`src/smc_regs.vh`:
```
`ifndef SMC_REGS_VH
`define SMC_REGS_VH
// register byte offsets: per bank a config word and a timing word
`define SMC_BANK_STRIDE 8'h08
`define SMC_CFG_OFS 1'b0
`define SMC_TIM_OFS 1'b1
`define SMC_STAT_ADDR 8'h40
// config word fields
`define SMC_CFG_WIDTH 1:0
`define SMC_CFG_CSPOL 2
`define SMC_CFG_RDLANE 3
`define SMC_CFG_WPROT 4
`define SMC_CFG_BURST 5
`define SMC_CFG_PAGE 6
`define SMC_CFG_IDLE 11:8
// timing word fields
`define SMC_TIM_RDW 4:0
`define SMC_TIM_WRW 12:8
`define SMC_TIM_BFIRST 20:16
`define SMC_TIM_BNEXT 28:24
// status word fields
`define SMC_STAT_BUSY 0
`define SMC_STAT_BANK 3:1
`define SMC_STAT_WPREJ 4
// width encodings
`define SMC_W8 2'h0
`define SMC_W16 2'h1
`define SMC_W32 2'h2
// reset values
`define SMC_CFG_RST 32'h00000F02
`define SMC_TIM_RST 32'h1F1F1F1F
// external base address pattern
`define SMC_EXT_BASE 3'h2
// extra strobe cycles: pin flop, three synchroniser flops, filter flop, capture
`define SMC_RD_LAT 6'h06
`endif

```
`src/smc_top.v`:
```
// Overview of operation
// - address bits 28..26 pick bank 0..7.
// - only addresses with bits 31..29 equal 010 go to the external bus.
// - address bits 25..24 are ignored, so they alias within the bank.
// - external address bus comes from system address bits 23..0, plus the beat byte offset on 8 and 16 bit banks.
// - one select output per bank; only the addressed bank is asserted.
// - each bank select polarity is programmable high or low active.
// - each bank runs 8, 16 or 32 bit cycles as configured.
// - turnaround idle count per bank, one to sixteen cycles.
// - read then write to same bank inserts the turnaround idle cycles.
// - separate read and write wait counts, up to thirty-one each.
// - burst banks use a first-read wait and a following-read wait.
// - page-mode reads issue next in-page addresses without the initial wait.
// - burst reads run on burst-enabled banks.
// - four byte lane selects; per-bank option to assert them on reads.
`timescale 1ns/1ps
`default_nettype none
`include "smc_regs.vh"
module smc_top (
	// clock and reset
	input wire clk_i,
	input wire nrst_i,
	// register port
	input wire [7:0] reg_addr_i,
	input wire [31:0] reg_wdata_i,
	input wire reg_wr_i,
	input wire reg_rd_i,
	output reg [31:0] reg_rdata_o,
	// system access port
	input wire req_i,
	input wire we_i,
	input wire [31:0] addr_i,
	input wire [31:0] wdata_i,
	input wire [3:0] be_i,
	output reg busy_o,
	output reg ack_o,
	output reg err_o,
	output reg [31:0] rdata_o,
	// external memory pins
	output reg [7:0] bank_select_out_o,
	output reg [3:0] byte_lane_select_out_o,
	output reg write_strobe_n_o,
	output reg output_enable_n_o,
	output reg [23:0] ext_address_bus_o,
	input wire [31:0] ext_data_bus_i,
	output reg [31:0] ext_data_bus_o,
	output reg ext_data_bus_oe_o
);
	localparam ST_IDLE = 2'h0;
	localparam ST_TURN = 2'h1;
	localparam ST_STRB = 2'h2;
	localparam ST_HOLD = 2'h3;

	// byte offset of a beat within the word
	function [23:0] beat_off;
		input [1:0] w;
		input [1:0] b;
		begin
			case (w)
				`SMC_W8: beat_off = {22'h000000, b};
				`SMC_W16: beat_off = {21'h000000, b, 1'b0};
				default: beat_off = 24'h000000;
			endcase
		end
	endfunction

	// last beat index for a width
	function [1:0] last_beat;
		input [1:0] w;
		begin
			case (w)
				`SMC_W8: last_beat = 2'h3;
				`SMC_W16: last_beat = 2'h1;
				default: last_beat = 2'h0;
			endcase
		end
	endfunction

	// strobe length minus one for a beat
	function [5:0] beat_wait;
		input we;
		input [1:0] b;
		input [31:0] cfg;
		input [31:0] tim;
		reg [4:0] w;
		begin
			w = tim[`SMC_TIM_RDW];
			if (we)
				w = tim[`SMC_TIM_WRW];
			else if (b == 2'h0 && cfg[`SMC_CFG_BURST])
				w = tim[`SMC_TIM_BFIRST];
			else if (b != 2'h0 && (cfg[`SMC_CFG_BURST] || cfg[`SMC_CFG_PAGE]))
				w = tim[`SMC_TIM_BNEXT];
			beat_wait = we ? {1'b0, w} : ({1'b0, w} + `SMC_RD_LAT);
		end
	endfunction

	reg [31:0] cfg_reg [0:7];
	reg [31:0] tim_reg [0:7];
	reg wprej_reg;
	reg [1:0] state_reg;
	reg [5:0] cnt_reg;
	reg [1:0] beat_reg;
	reg acc_we_reg;
	reg [23:0] acc_addr_reg;
	reg [2:0] acc_bank_reg;
	reg [3:0] acc_be_reg;
	reg [31:0] acc_wdata_reg;
	reg [31:0] acc_cfg_reg;
	reg [31:0] acc_tim_reg;
	reg [31:0] rbuf_reg;
	reg last_rd_reg;
	reg [2:0] last_bank_reg;
	reg [31:0] d_s1_reg;
	reg [31:0] d_s2_reg;
	reg [31:0] d_s3_reg;
	reg [31:0] d_filt_reg;
	integer i;
	integer j;

	wire [2:0] req_bank = addr_i[28:26];
	wire req_ext = (addr_i[31:29] == `SMC_EXT_BASE);
	wire [31:0] req_cfg = cfg_reg[req_bank];
	wire [31:0] req_tim = tim_reg[req_bank];
	wire [1:0] acc_w = acc_cfg_reg[`SMC_CFG_WIDTH];
	wire reg_hit_bank = (reg_addr_i[7:6] == 2'h0) && (reg_addr_i[1:0] == 2'h0);
	wire [2:0] reg_bank = reg_addr_i[5:3];
	wire wprej_set = req_i && state_reg == ST_IDLE && req_ext && we_i && req_cfg[`SMC_CFG_WPROT];

	// data pins pass three flops; a bit changes once stages two and three agree
	always @(posedge clk_i) begin
		d_s1_reg <= ext_data_bus_i;
		d_s2_reg <= d_s1_reg;
		d_s3_reg <= d_s2_reg;
		d_filt_reg <= (~(d_s2_reg ^ d_s3_reg) & d_s3_reg) | ((d_s2_reg ^ d_s3_reg) & d_filt_reg);
		if (!nrst_i)
			d_filt_reg <= 32'h00000000;
	end

	// register file writes; the protect-reject set wins over the clear
	always @(posedge clk_i) begin
		if (!nrst_i) begin
			for (i = 0; i < 8; i = i + 1) begin
				cfg_reg[i] <= `SMC_CFG_RST;
				tim_reg[i] <= `SMC_TIM_RST;
			end
			wprej_reg <= 1'b0;
		end else begin
			if (reg_wr_i && reg_hit_bank) begin
				if (reg_addr_i[2] == `SMC_TIM_OFS)
					tim_reg[reg_bank] <= reg_wdata_i;
				else
					cfg_reg[reg_bank] <= reg_wdata_i;
			end
			if (wprej_set)
				wprej_reg <= 1'b1;
			else if (reg_wr_i && reg_addr_i == `SMC_STAT_ADDR && reg_wdata_i[`SMC_STAT_WPREJ])
				wprej_reg <= 1'b0;
		end
	end

	// register reads answer one cycle later; unmapped reads return zero
	always @(posedge clk_i) begin
		if (!nrst_i) begin
			reg_rdata_o <= 32'h00000000;
		end else if (reg_rd_i) begin
			if (reg_hit_bank)
				reg_rdata_o <= reg_addr_i[2] ? tim_reg[reg_bank] : cfg_reg[reg_bank];
			else if (reg_addr_i == `SMC_STAT_ADDR)
				reg_rdata_o <= {27'h0000000, wprej_reg, last_bank_reg, busy_o};
			else
				reg_rdata_o <= 32'h00000000;
		end else begin
			reg_rdata_o <= 32'h00000000;
		end
	end

	// access sequencer; config is latched at accept so mid-access writes are safe for every field but select polarity, which the pins read live
	always @(posedge clk_i) begin
		if (!nrst_i) begin
			state_reg <= ST_IDLE;
			cnt_reg <= 6'h00;
			beat_reg <= 2'h0;
			acc_we_reg <= 1'b0;
			acc_addr_reg <= 24'h000000;
			acc_bank_reg <= 3'h0;
			acc_be_reg <= 4'h0;
			acc_wdata_reg <= 32'h00000000;
			acc_cfg_reg <= 32'h00000000;
			acc_tim_reg <= 32'h00000000;
			rbuf_reg <= 32'h00000000;
			last_rd_reg <= 1'b0;
			last_bank_reg <= 3'h0;
			ack_o <= 1'b0;
			err_o <= 1'b0;
			rdata_o <= 32'h00000000;
			busy_o <= 1'b0;
		end else begin
			ack_o <= 1'b0;
			err_o <= 1'b0;
			case (state_reg)
				ST_IDLE: begin
					if (req_i) begin
						if (!req_ext || (we_i && req_cfg[`SMC_CFG_WPROT])) begin
							ack_o <= 1'b1;
							err_o <= 1'b1;
						end else begin
							acc_we_reg <= we_i;
							acc_addr_reg <= addr_i[23:0];
							acc_bank_reg <= req_bank;
							acc_be_reg <= be_i;
							acc_wdata_reg <= wdata_i;
							acc_cfg_reg <= req_cfg;
							acc_tim_reg <= req_tim;
							beat_reg <= 2'h0;
							rbuf_reg <= 32'h00000000;
							busy_o <= 1'b1;
							if (we_i && last_rd_reg && last_bank_reg == req_bank) begin
								state_reg <= ST_TURN;
								cnt_reg <= {2'h0, req_cfg[`SMC_CFG_IDLE]};
							end else begin
								state_reg <= ST_STRB;
								cnt_reg <= beat_wait(we_i, 2'h0, req_cfg, req_tim);
							end
						end
					end
				end
				ST_TURN: begin
					if (cnt_reg == 6'h00) begin
						state_reg <= ST_STRB;
						cnt_reg <= beat_wait(acc_we_reg, 2'h0, acc_cfg_reg, acc_tim_reg);
					end else begin
						cnt_reg <= cnt_reg - 6'h01;
					end
				end
				ST_STRB: begin
					if (cnt_reg == 6'h00) begin
						state_reg <= ST_HOLD;
						if (!acc_we_reg) begin
							// narrow banks return data on the low lanes
							case (acc_w)
								`SMC_W8:
									rbuf_reg <= rbuf_reg | ({24'h000000, d_filt_reg[7:0]} << {beat_reg, 3'h0});
								`SMC_W16:
									rbuf_reg <= rbuf_reg | ({16'h0000, d_filt_reg[15:0]} << {beat_reg[0], 4'h0});
								default:
									rbuf_reg <= d_filt_reg;
							endcase
						end
					end else begin
						cnt_reg <= cnt_reg - 6'h01;
					end
				end
				ST_HOLD: begin
					if (beat_reg == last_beat(acc_w)) begin
						state_reg <= ST_IDLE;
						ack_o <= 1'b1;
						rdata_o <= rbuf_reg;
						busy_o <= 1'b0;
						last_rd_reg <= ~acc_we_reg;
						last_bank_reg <= acc_bank_reg;
					end else begin
						state_reg <= ST_STRB;
						beat_reg <= beat_reg + 2'h1;
						cnt_reg <= beat_wait(acc_we_reg, beat_reg + 2'h1, acc_cfg_reg, acc_tim_reg);
					end
				end
				default: begin
					state_reg <= ST_IDLE;
				end
			endcase
		end
	end

	// pins follow the sequencer one cycle later, every pin from a flop
	always @(posedge clk_i) begin
		if (!nrst_i) begin
			for (j = 0; j < 8; j = j + 1)
				bank_select_out_o[j] <= ~cfg_reg[j][`SMC_CFG_CSPOL];
			byte_lane_select_out_o <= 4'h0;
			write_strobe_n_o <= 1'b1;
			output_enable_n_o <= 1'b1;
			ext_address_bus_o <= 24'h000000;
			ext_data_bus_o <= 32'h00000000;
			ext_data_bus_oe_o <= 1'b0;
		end else begin
			// idle level of each select tracks its polarity setting
			for (j = 0; j < 8; j = j + 1)
				bank_select_out_o[j] <= cfg_reg[j][`SMC_CFG_CSPOL] ^
					~(state_reg[1] && acc_bank_reg == j[2:0]);
			write_strobe_n_o <= ~(state_reg == ST_STRB && acc_we_reg);
			output_enable_n_o <= ~(state_reg == ST_STRB && !acc_we_reg);
			ext_address_bus_o <= acc_addr_reg + beat_off(acc_w, beat_reg);
			ext_data_bus_oe_o <= state_reg[1] && acc_we_reg;
			if (!state_reg[1] || !(acc_we_reg || acc_cfg_reg[`SMC_CFG_RDLANE]))
				byte_lane_select_out_o <= 4'h0;
			else case (acc_w)
				`SMC_W8: byte_lane_select_out_o <= {3'h0, acc_be_reg[beat_reg]};
				`SMC_W16: byte_lane_select_out_o <= {2'h0, acc_be_reg[{beat_reg[0], 1'b1}],
					acc_be_reg[{beat_reg[0], 1'b0}]};
				default: byte_lane_select_out_o <= acc_be_reg;
			endcase
			case (acc_w)
				`SMC_W8: ext_data_bus_o <= {24'h000000, acc_wdata_reg[{beat_reg, 3'h0} +: 8]};
				`SMC_W16: ext_data_bus_o <= {16'h0000, acc_wdata_reg[{beat_reg[0], 4'h0} +: 16]};
				default: ext_data_bus_o <= acc_wdata_reg;
			endcase
		end
	end
endmodule
`default_nettype wire

```
`config.mk`:
```
export PLATFORM = sky130hd
export DESIGN_NAME = smc_top
export DESIGN_NICKNAME = d
export VERILOG_FILES = /design/src/smc_top.v
export VERILOG_INCLUDE_DIRS = /design/src /design/src/src
export SDC_FILE = /design/constraint.sdc
export NUM_CORES = 1
export LEC_CHECK = 0
export ABC_AREA = 1
export BUFFER_PORTS_ARGS = -buffer_cell sky130_fd_sc_hd__buf_4
export CORE_MARGIN = 1
export CORE_UTILIZATION = 30
export DETAILED_ROUTE_END_ITERATION = 6
export GPL_TIMING_DRIVEN = 1
export HOLD_SLACK_MARGIN = 0.02
export PLACE_DENSITY = 0.53
export SETUP_SLACK_MARGIN = 0.02
export SKIP_LAST_GASP = 1
export SLEW_MARGIN = 20
export SYNTH_ARGS = -nofsm -noshare
export SYNTH_HDL_FRONTEND = slang
export SYNTH_SLANG_ARGS = --single-unit
export TNS_END_PERCENT = 10
```
`constraint.sdc`:
```
create_clock -name clk_i -period 4.5 [get_ports clk_i]
set_input_delay 0.225 -clock clk_i [delete_from_list [all_inputs] [get_ports clk_i]]
set_output_delay 0.225 -clock clk_i [all_outputs]
set_load 0.03 [all_outputs]
```
# Yosys cells after proc, flatten, opt, wreduce, memory -nomap -nowiden
# Memory sizes are Yosys's and may differ from the RTL's.
# Index checks and enable logic that the tools add are counted.
dict set report classes {
  addsub 6
  order_cmp 3
  n_eq_ne 23
  shift 4
  n_mux 87
  bitwise_logic 36
  reduce_logical 55
}
# operator count
set ops {}
lappend ops {{$mux 32} 8}
lappend ops {{$pmux 32 s2} 3}
lappend ops {{$or 32x32->32} 3}
lappend ops {{$mux 5} 19}
lappend ops {{$and 32x32->32} 2}
lappend ops {{$reduce_or 32->1} 2}
lappend ops {{$mux 6} 9}
lappend ops {{$not 32->32} 1}
lappend ops {{$shiftx 32x6->16} 1}
lappend ops {{$shiftx 32x6->8} 1}
lappend ops {{$shl 16x5->32} 1}
lappend ops {{$shl 8x5->32} 1}
lappend ops {{$xor 32x32->32} 1}
lappend ops {{$add 24x24->24} 1}
lappend ops {{$logic_and 1x1->1} 24}
lappend ops {{$mux 1} 24}
lappend ops {{$mux 24} 1}
lappend ops {{$pmux 6 s4} 1}
lappend ops {{$mux 2} 11}
lappend ops {{$not 1->1} 21}
lappend ops {{$add 5x3->6 const B} 3}
lappend ops {{$ne 2x2->1 const B} 8}
lappend ops {{$reduce_and 4->1} 4}
lappend ops {{$eq 3x3->1 const B} 4}
lappend ops {{29 further kinds} 60}
dict set report totals {
  ff_bits 413
  mem_bits_rw 512
  inputBits 146
  out_inout_bits 138
  wordCells 246
  mem_count 2
}
# memory depth word_bits rd rd_clocked_by_memory_dff wr line
set mem_list {}
lappend mem_list {cfg_reg 8 32 10 0 8 smc_top.v:98} ;# reg [31:0] cfg_reg [0:7];
lappend mem_list {tim_reg 8 32 2 0 8 smc_top.v:99} ;# reg [31:0] tim_reg [0:7];

# Longest topological paths before layout
# An unclocked memory read counts as a cell.
dict set report depth {
  word_depth 14
  depth_mapped 22
  depth_no_buf 21
}

# Worst setup path before layout
# OpenSTA, ideal clock, no wires.
dict set report synth_timing {
  path_type {register to register}
  start {register beat_reg[0]}
  end {register ext_address_bus_o[20]}
  setup_time_ps 119
  t_arrival_ps 3043
  required_ps 4381
  slack_ps 1337
  path_stages_with_launch 23
  synth_period_minus_slack_ps 3163
  cell_sequence {dfxtp_1 > buf_2 > nand2_1 > nor2_1 > clkbuf_1 > inv_1 > o21ai_0 > inv_1 > fa_1 > inv_1 > nand2_1 > a21oi_2 > nand2_1 > nor2_1 > nand2_1 > nor2_2 > nand2_1 > nor2_2 > nand2_1 > nor2_1 > nand2_1 > o21ai_0 > a21oi_1}
}
dict set report synth_via {
  elab_chain_cells 3
}
# element line
set synth_lines {}
lappend synth_lines {{from (decl)} smc_top.v:103} ;# reg [1:0] beat_reg;
lappend synth_lines {{from (signal assigned)} smc_top.v:264} ;# beat_reg <= beat_reg + 2'h1;
lappend synth_lines {{$pmux 3 s2} smc_top.v:59} ;# case (w)
lappend synth_lines {{$mux 24} smc_top.v:277} ;# if (!nrst_i) begin
lappend synth_lines {{$add 24x24->24} smc_top.v:293} ;# ext_address_bus_o <= acc_addr_reg + beat_off(acc_w, beat_reg);
lappend synth_lines {{to (signal assigned)} smc_top.v:293}
lappend synth_lines {{to (decl)} smc_top.v:44} ;# output reg [23:0] ext_address_bus_o,
# No other way between the ends. The select of a mux whose other input is x is not followed.
# A chain may end at the register's enable or synchronous reset.

# Worst setup path in the final report
dict set report layout_timing {
  start {register acc_cfg_reg[1]}
  end {register ext_address_bus_o[20]}
}
dict set report layout_via {
  elab_chain_cells 4
  word_cells_on_any_way 5
}
# element line
set layout_lines {}
lappend layout_lines {{from (decl)} smc_top.v:109} ;# reg [31:0] acc_cfg_reg;
lappend layout_lines {{from (signal assigned)} smc_top.v:213} ;# acc_cfg_reg <= req_cfg;
lappend layout_lines {{$eq 2x1->1 or $logic_not 2->1 (tied branches)} smc_top.v:59}
lappend layout_lines {{$pmux 3 s2 (*)} smc_top.v:59}
lappend layout_lines {{$mux 24 (*)} smc_top.v:277}
lappend layout_lines {{$add 24x24->24 (*)} smc_top.v:293}
# Every way passes the cells marked *; elsewhere a longest branch is shown, timed or not. The select of a mux whose other input is x is not followed.

==> flow_summary.yaml <==
run_status:
  outcome: "finished, final reports clean"
sta:
  final_period_minus_worst_setup_slack_ns: 3.16
  timing.slew.headroom_pct: 19.4
  report.final.slew_viol_count: 0
  rsz0062_at_grt: "no"
  worst_pin_slew_ns: 1.21
  timing.final.crit_share_pct: 70.2
  hold_viol_final: 0
  setup_tns_ns: 0
  final-setup-viol-count: 0
  maximum_clock_skew_at_final_layout_ns: 0.0360
  max_freq_mhz: 317
pwr:
  p_leak_nw: 17.5
  power_density_nw_per_um2: 425
  fin_total_pwr_mw: 19.8
  vdd_drop_max_mv: 0.400
worst_setup_path:
  setup.worst_path.class: "flop to flop"
  critical_path_fanout_max: 6
  crit_path_launch_type: "flop"
  cp.required_ns: 5.09
  cp_data_arrival_time_ns: 3.75
  end_kind: "flop"
global_route:
  overflow: 0
  globalRouteTotalUtil_pct: 20.2
  grt_max_degree: 109
  antenna_found_initial: 3
  grt_pass1_wl_mm: 192
  grt_pass1_vias: 29600
clock_network:
  numClockSinks: 914
  cts_resized: 0
  cts.path.max_buffers: 3
  clockRootBuffer: "sky130_fd_sc_hd__clkbuf_16"
  numCtsBuffers: 97
  worst_skew_pair_latency_ns: 0.72
  clock_tree_from_tritoncts: "done"
  clkSlewWorstSetupHoldPaths_ns: 0.06
  cts_htree_levels: 3
placed_design:
  dp.final_hpwl_mm: 82.0
  place.port_buffers: 281
  gp_routability_congestion: 0.848
routing:
  first_pass_iters: 6
  initialDrtViolationCount: 3477
  vias: 31000
  wire_per_inst_um: 21.8
  drc: 0
  via_per_inst: 5.11
  wl_mm: 132
  remaining_antenna_violation_count: 0
logic_synthesis:
  yosysWarningCount: 0
  synth_edf_count: 512
  yosys.cell_types.count: 60
  syn_avg_cell_area_um2: 9.55
  synth_seq_area_share_pct: 61.5
  syn_nets: 4146
  dominantRegCellSynth: "sky130_fd_sc_hd__edfxtp_1"
  synth.cell_area_um2: 38100
  async_flop_share_pct: 0
  postSynthRegisterBits: 914
  synthesis.instances: 3986
floorplanning:
  placement_rows: 130
  die_x_um: 358
  die_outline_height_um: 358
  area_enclosed_by_the_die_boundary_um2: 128000
  start_util_pct: 30.3
  core_um2: 126000
  io_pins: 284
cells_and_area:
  finalCoreUtilization_pct: 37.0
  areaGrowthSynthToFinish_pct: 22.3
  final_layout_size_suffix_gt1_share_pct: 13.9
  final_net_count: 4486
hold_path:
  hold_path_class: "input pin to flop"
job:
  cap_violations: 0
[stage by stage]
step                      hold slack, ns  area, um2  cells  setup WS (ns)
after floorplan                    0.253      38100   3986           1.34
after global placement             0.313      42100   5741           1.11
after detailed placement           0.312      42100   5741           1.09
after CTS                         0.0266      46500   6054           1.28
after global routing              0.0681      46500   6055          0.873
final                             0.0530      46500   6056           1.34
[cells in the mapped netlist, drive strengths merged, types with 13 or more instances]
cell	count	area share, %
nand2	712	7.1
nor2	558	5.7
edfxtp	512	40
dfxtp	402	21
o21ai	362	4.8
inv	322	3.2
a21oi	303	4.0
buf	142	1.9
clkbuf	124	1.2
nand3	108	1.5
a221oi	50	1.2
a22oi	48	0.95
o211ai	45	0.89
a31oi	34	0.56
a22o	33	0.76
nand4	31	0.51
o22ai	29	0.48
nor3	27	0.43
a211oi	19	0.37
o2111ai	17	0.39
o21bai	16	0.38
o21a	15	0.30
ha	13	0.43
[power by group]
| part | internal, mW | switching (mW) | total (mW) |
|---|---|---|---|
| clock network | 4.53 | 3.44 | 7.96 |
| logic | 0.743 | 1.59 | 2.33 |
| registers | 9.27 | 0.223 | 9.49 |
| total | 14.5 | 5.25 | 19.8 |
[what timing repair did]
item	in CTS	in global routing
hold buffers	136	0
setup buffers	0	0
endpoints found under the hold margin	120	0
[cell families (layout without fill, tap and decap cells)]
kind of cell / after synthesis / count (layout) / synth area share [%]
XOR/XNOR: 13 / 13 / 0.299
AO/OA/AOI/OAI: 1010 / 1010 / 15.9
adder cells (fa/ha/maj): 14 / 14 / 0.480
flip-flops: 914 / 914 / 61.5
multiplexers: 2 / 2 / 0.0526
AND/OR/NAND/NOR: 1443 / 1443 / 15.4
buffers and inverters: 590 / 1008 / 6.35
other: 0 / 2 / 0
[final cells by class]
type / count / area, um2
multi-input combinational: 2482 / 12300
clock buffer: 137 / 2700
inverter: 324 / 1220
tap: 1650 / 2060
antenna: 2 / 5.00
sequential: 914 / 23400
timing repair buffer: 507 / 4440
clock inverter: 40 / 400
fill: 12500 / 79200
[worst max-delay path, cell delays in order, from the launching register on]
cell and delay, ns:
sky130_fd_sc_hd__dfxtp_1 0.36, sky130_fd_sc_hd__nor2_1 0.15, sky130_fd_sc_hd__ha_1 0.16, sky130_fd_sc_hd__inv_1 0.03, sky130_fd_sc_hd__o21ai_0 0.29, sky130_fd_sc_hd__inv_1 0.11, sky130_fd_sc_hd__fa_1 0.37, sky130_fd_sc_hd__inv_1 0.09
sky130_fd_sc_hd__nand2_1 0.07, sky130_fd_sc_hd__a21oi_2 0.17, sky130_fd_sc_hd__nand2_1 0.08, sky130_fd_sc_hd__nor2_1 0.12, sky130_fd_sc_hd__nand2_1 0.10, sky130_fd_sc_hd__nor2_2 0.13, sky130_fd_sc_hd__nand2_1 0.11, sky130_fd_sc_hd__nor2_2 0.17
sky130_fd_sc_hd__nand2_1 0.10, sky130_fd_sc_hd__nor2_1 0.14, sky130_fd_sc_hd__nand2_1 0.08, sky130_fd_sc_hd__o21ai_0 0.14, sky130_fd_sc_hd__a21oi_1 0.05
[cells in the final DEF, fill, tap and decap left out, types with 11 or more instances in the layout]
| cell type | netlist | layout |
|---|---|---|
| sky130_fd_sc_hd__buf_12 | 0 | 23 |
| sky130_fd_sc_hd__clkbuf_1 | 124 | 29 |
| sky130_fd_sc_hd__a22oi_1 | 48 | 48 |
| sky130_fd_sc_hd__clkinv_1 | 2 | 14 |
| sky130_fd_sc_hd__nor2_1 | 543 | 534 |
| sky130_fd_sc_hd__inv_1 | 286 | 285 |
| sky130_fd_sc_hd__o2111ai_1 | 17 | 17 |
| sky130_fd_sc_hd__nor3_1 | 24 | 24 |
| sky130_fd_sc_hd__a22o_1 | 33 | 33 |
| sky130_fd_sc_hd__clkinv_2 | 0 | 15 |
| sky130_fd_sc_hd__o21ai_1 | 11 | 11 |
| sky130_fd_sc_hd__nand3_1 | 103 | 103 |
| sky130_fd_sc_hd__nand2_1 | 706 | 689 |
| sky130_fd_sc_hd__ha_1 | 13 | 13 |
| sky130_fd_sc_hd__edfxtp_1 | 512 | 512 |
| sky130_fd_sc_hd__o22ai_1 | 29 | 29 |
| sky130_fd_sc_hd__nor2_2 | 7 | 16 |
| sky130_fd_sc_hd__o21a_1 | 15 | 15 |
| sky130_fd_sc_hd__o211ai_1 | 45 | 45 |
| sky130_fd_sc_hd__dlygate4sd3_1 | 0 | 136 |
| sky130_fd_sc_hd__nand4_1 | 31 | 31 |
| sky130_fd_sc_hd__a221oi_1 | 50 | 50 |
| sky130_fd_sc_hd__buf_4 | 7 | 347 |
| sky130_fd_sc_hd__o21ai_0 | 351 | 351 |
| sky130_fd_sc_hd__a31oi_1 | 34 | 34 |
| sky130_fd_sc_hd__inv_2 | 35 | 35 |
| sky130_fd_sc_hd__a21oi_1 | 299 | 299 |
| sky130_fd_sc_hd__a211oi_1 | 19 | 19 |
| sky130_fd_sc_hd__dfxtp_1 | 402 | 401 |
| sky130_fd_sc_hd__nand2_2 | 4 | 20 |
| sky130_fd_sc_hd__clkbuf_16 | 0 | 98 |
[worst paths after layout]
check / from / end / slack [ns] / cells past startpoint
worst min register to register: d_s1_reg[26] / d_s2_reg[26] / 0.32 / 0
worst max-delay path: acc_cfg_reg[1] / ext_address_bus_o[20] / 1.34 / 20
worst min-delay path: reg_wdata_i[17] / tim_reg[0][17] / 0.05 / 3
worst max register to register: acc_cfg_reg[1] / ext_address_bus_o[20] / 1.34 / 20
[metal layers]
layer  wire length (um)  track usage (%)  up-vias
met5                 24                0        -
met4               4670             7.45        4
met3               9780             3.29      267
met2              61200             33.0     1293
met1              56400             26.8    15000
li1                   -                -    14400
No activity file was read; power rests on OpenSTA's default activity.
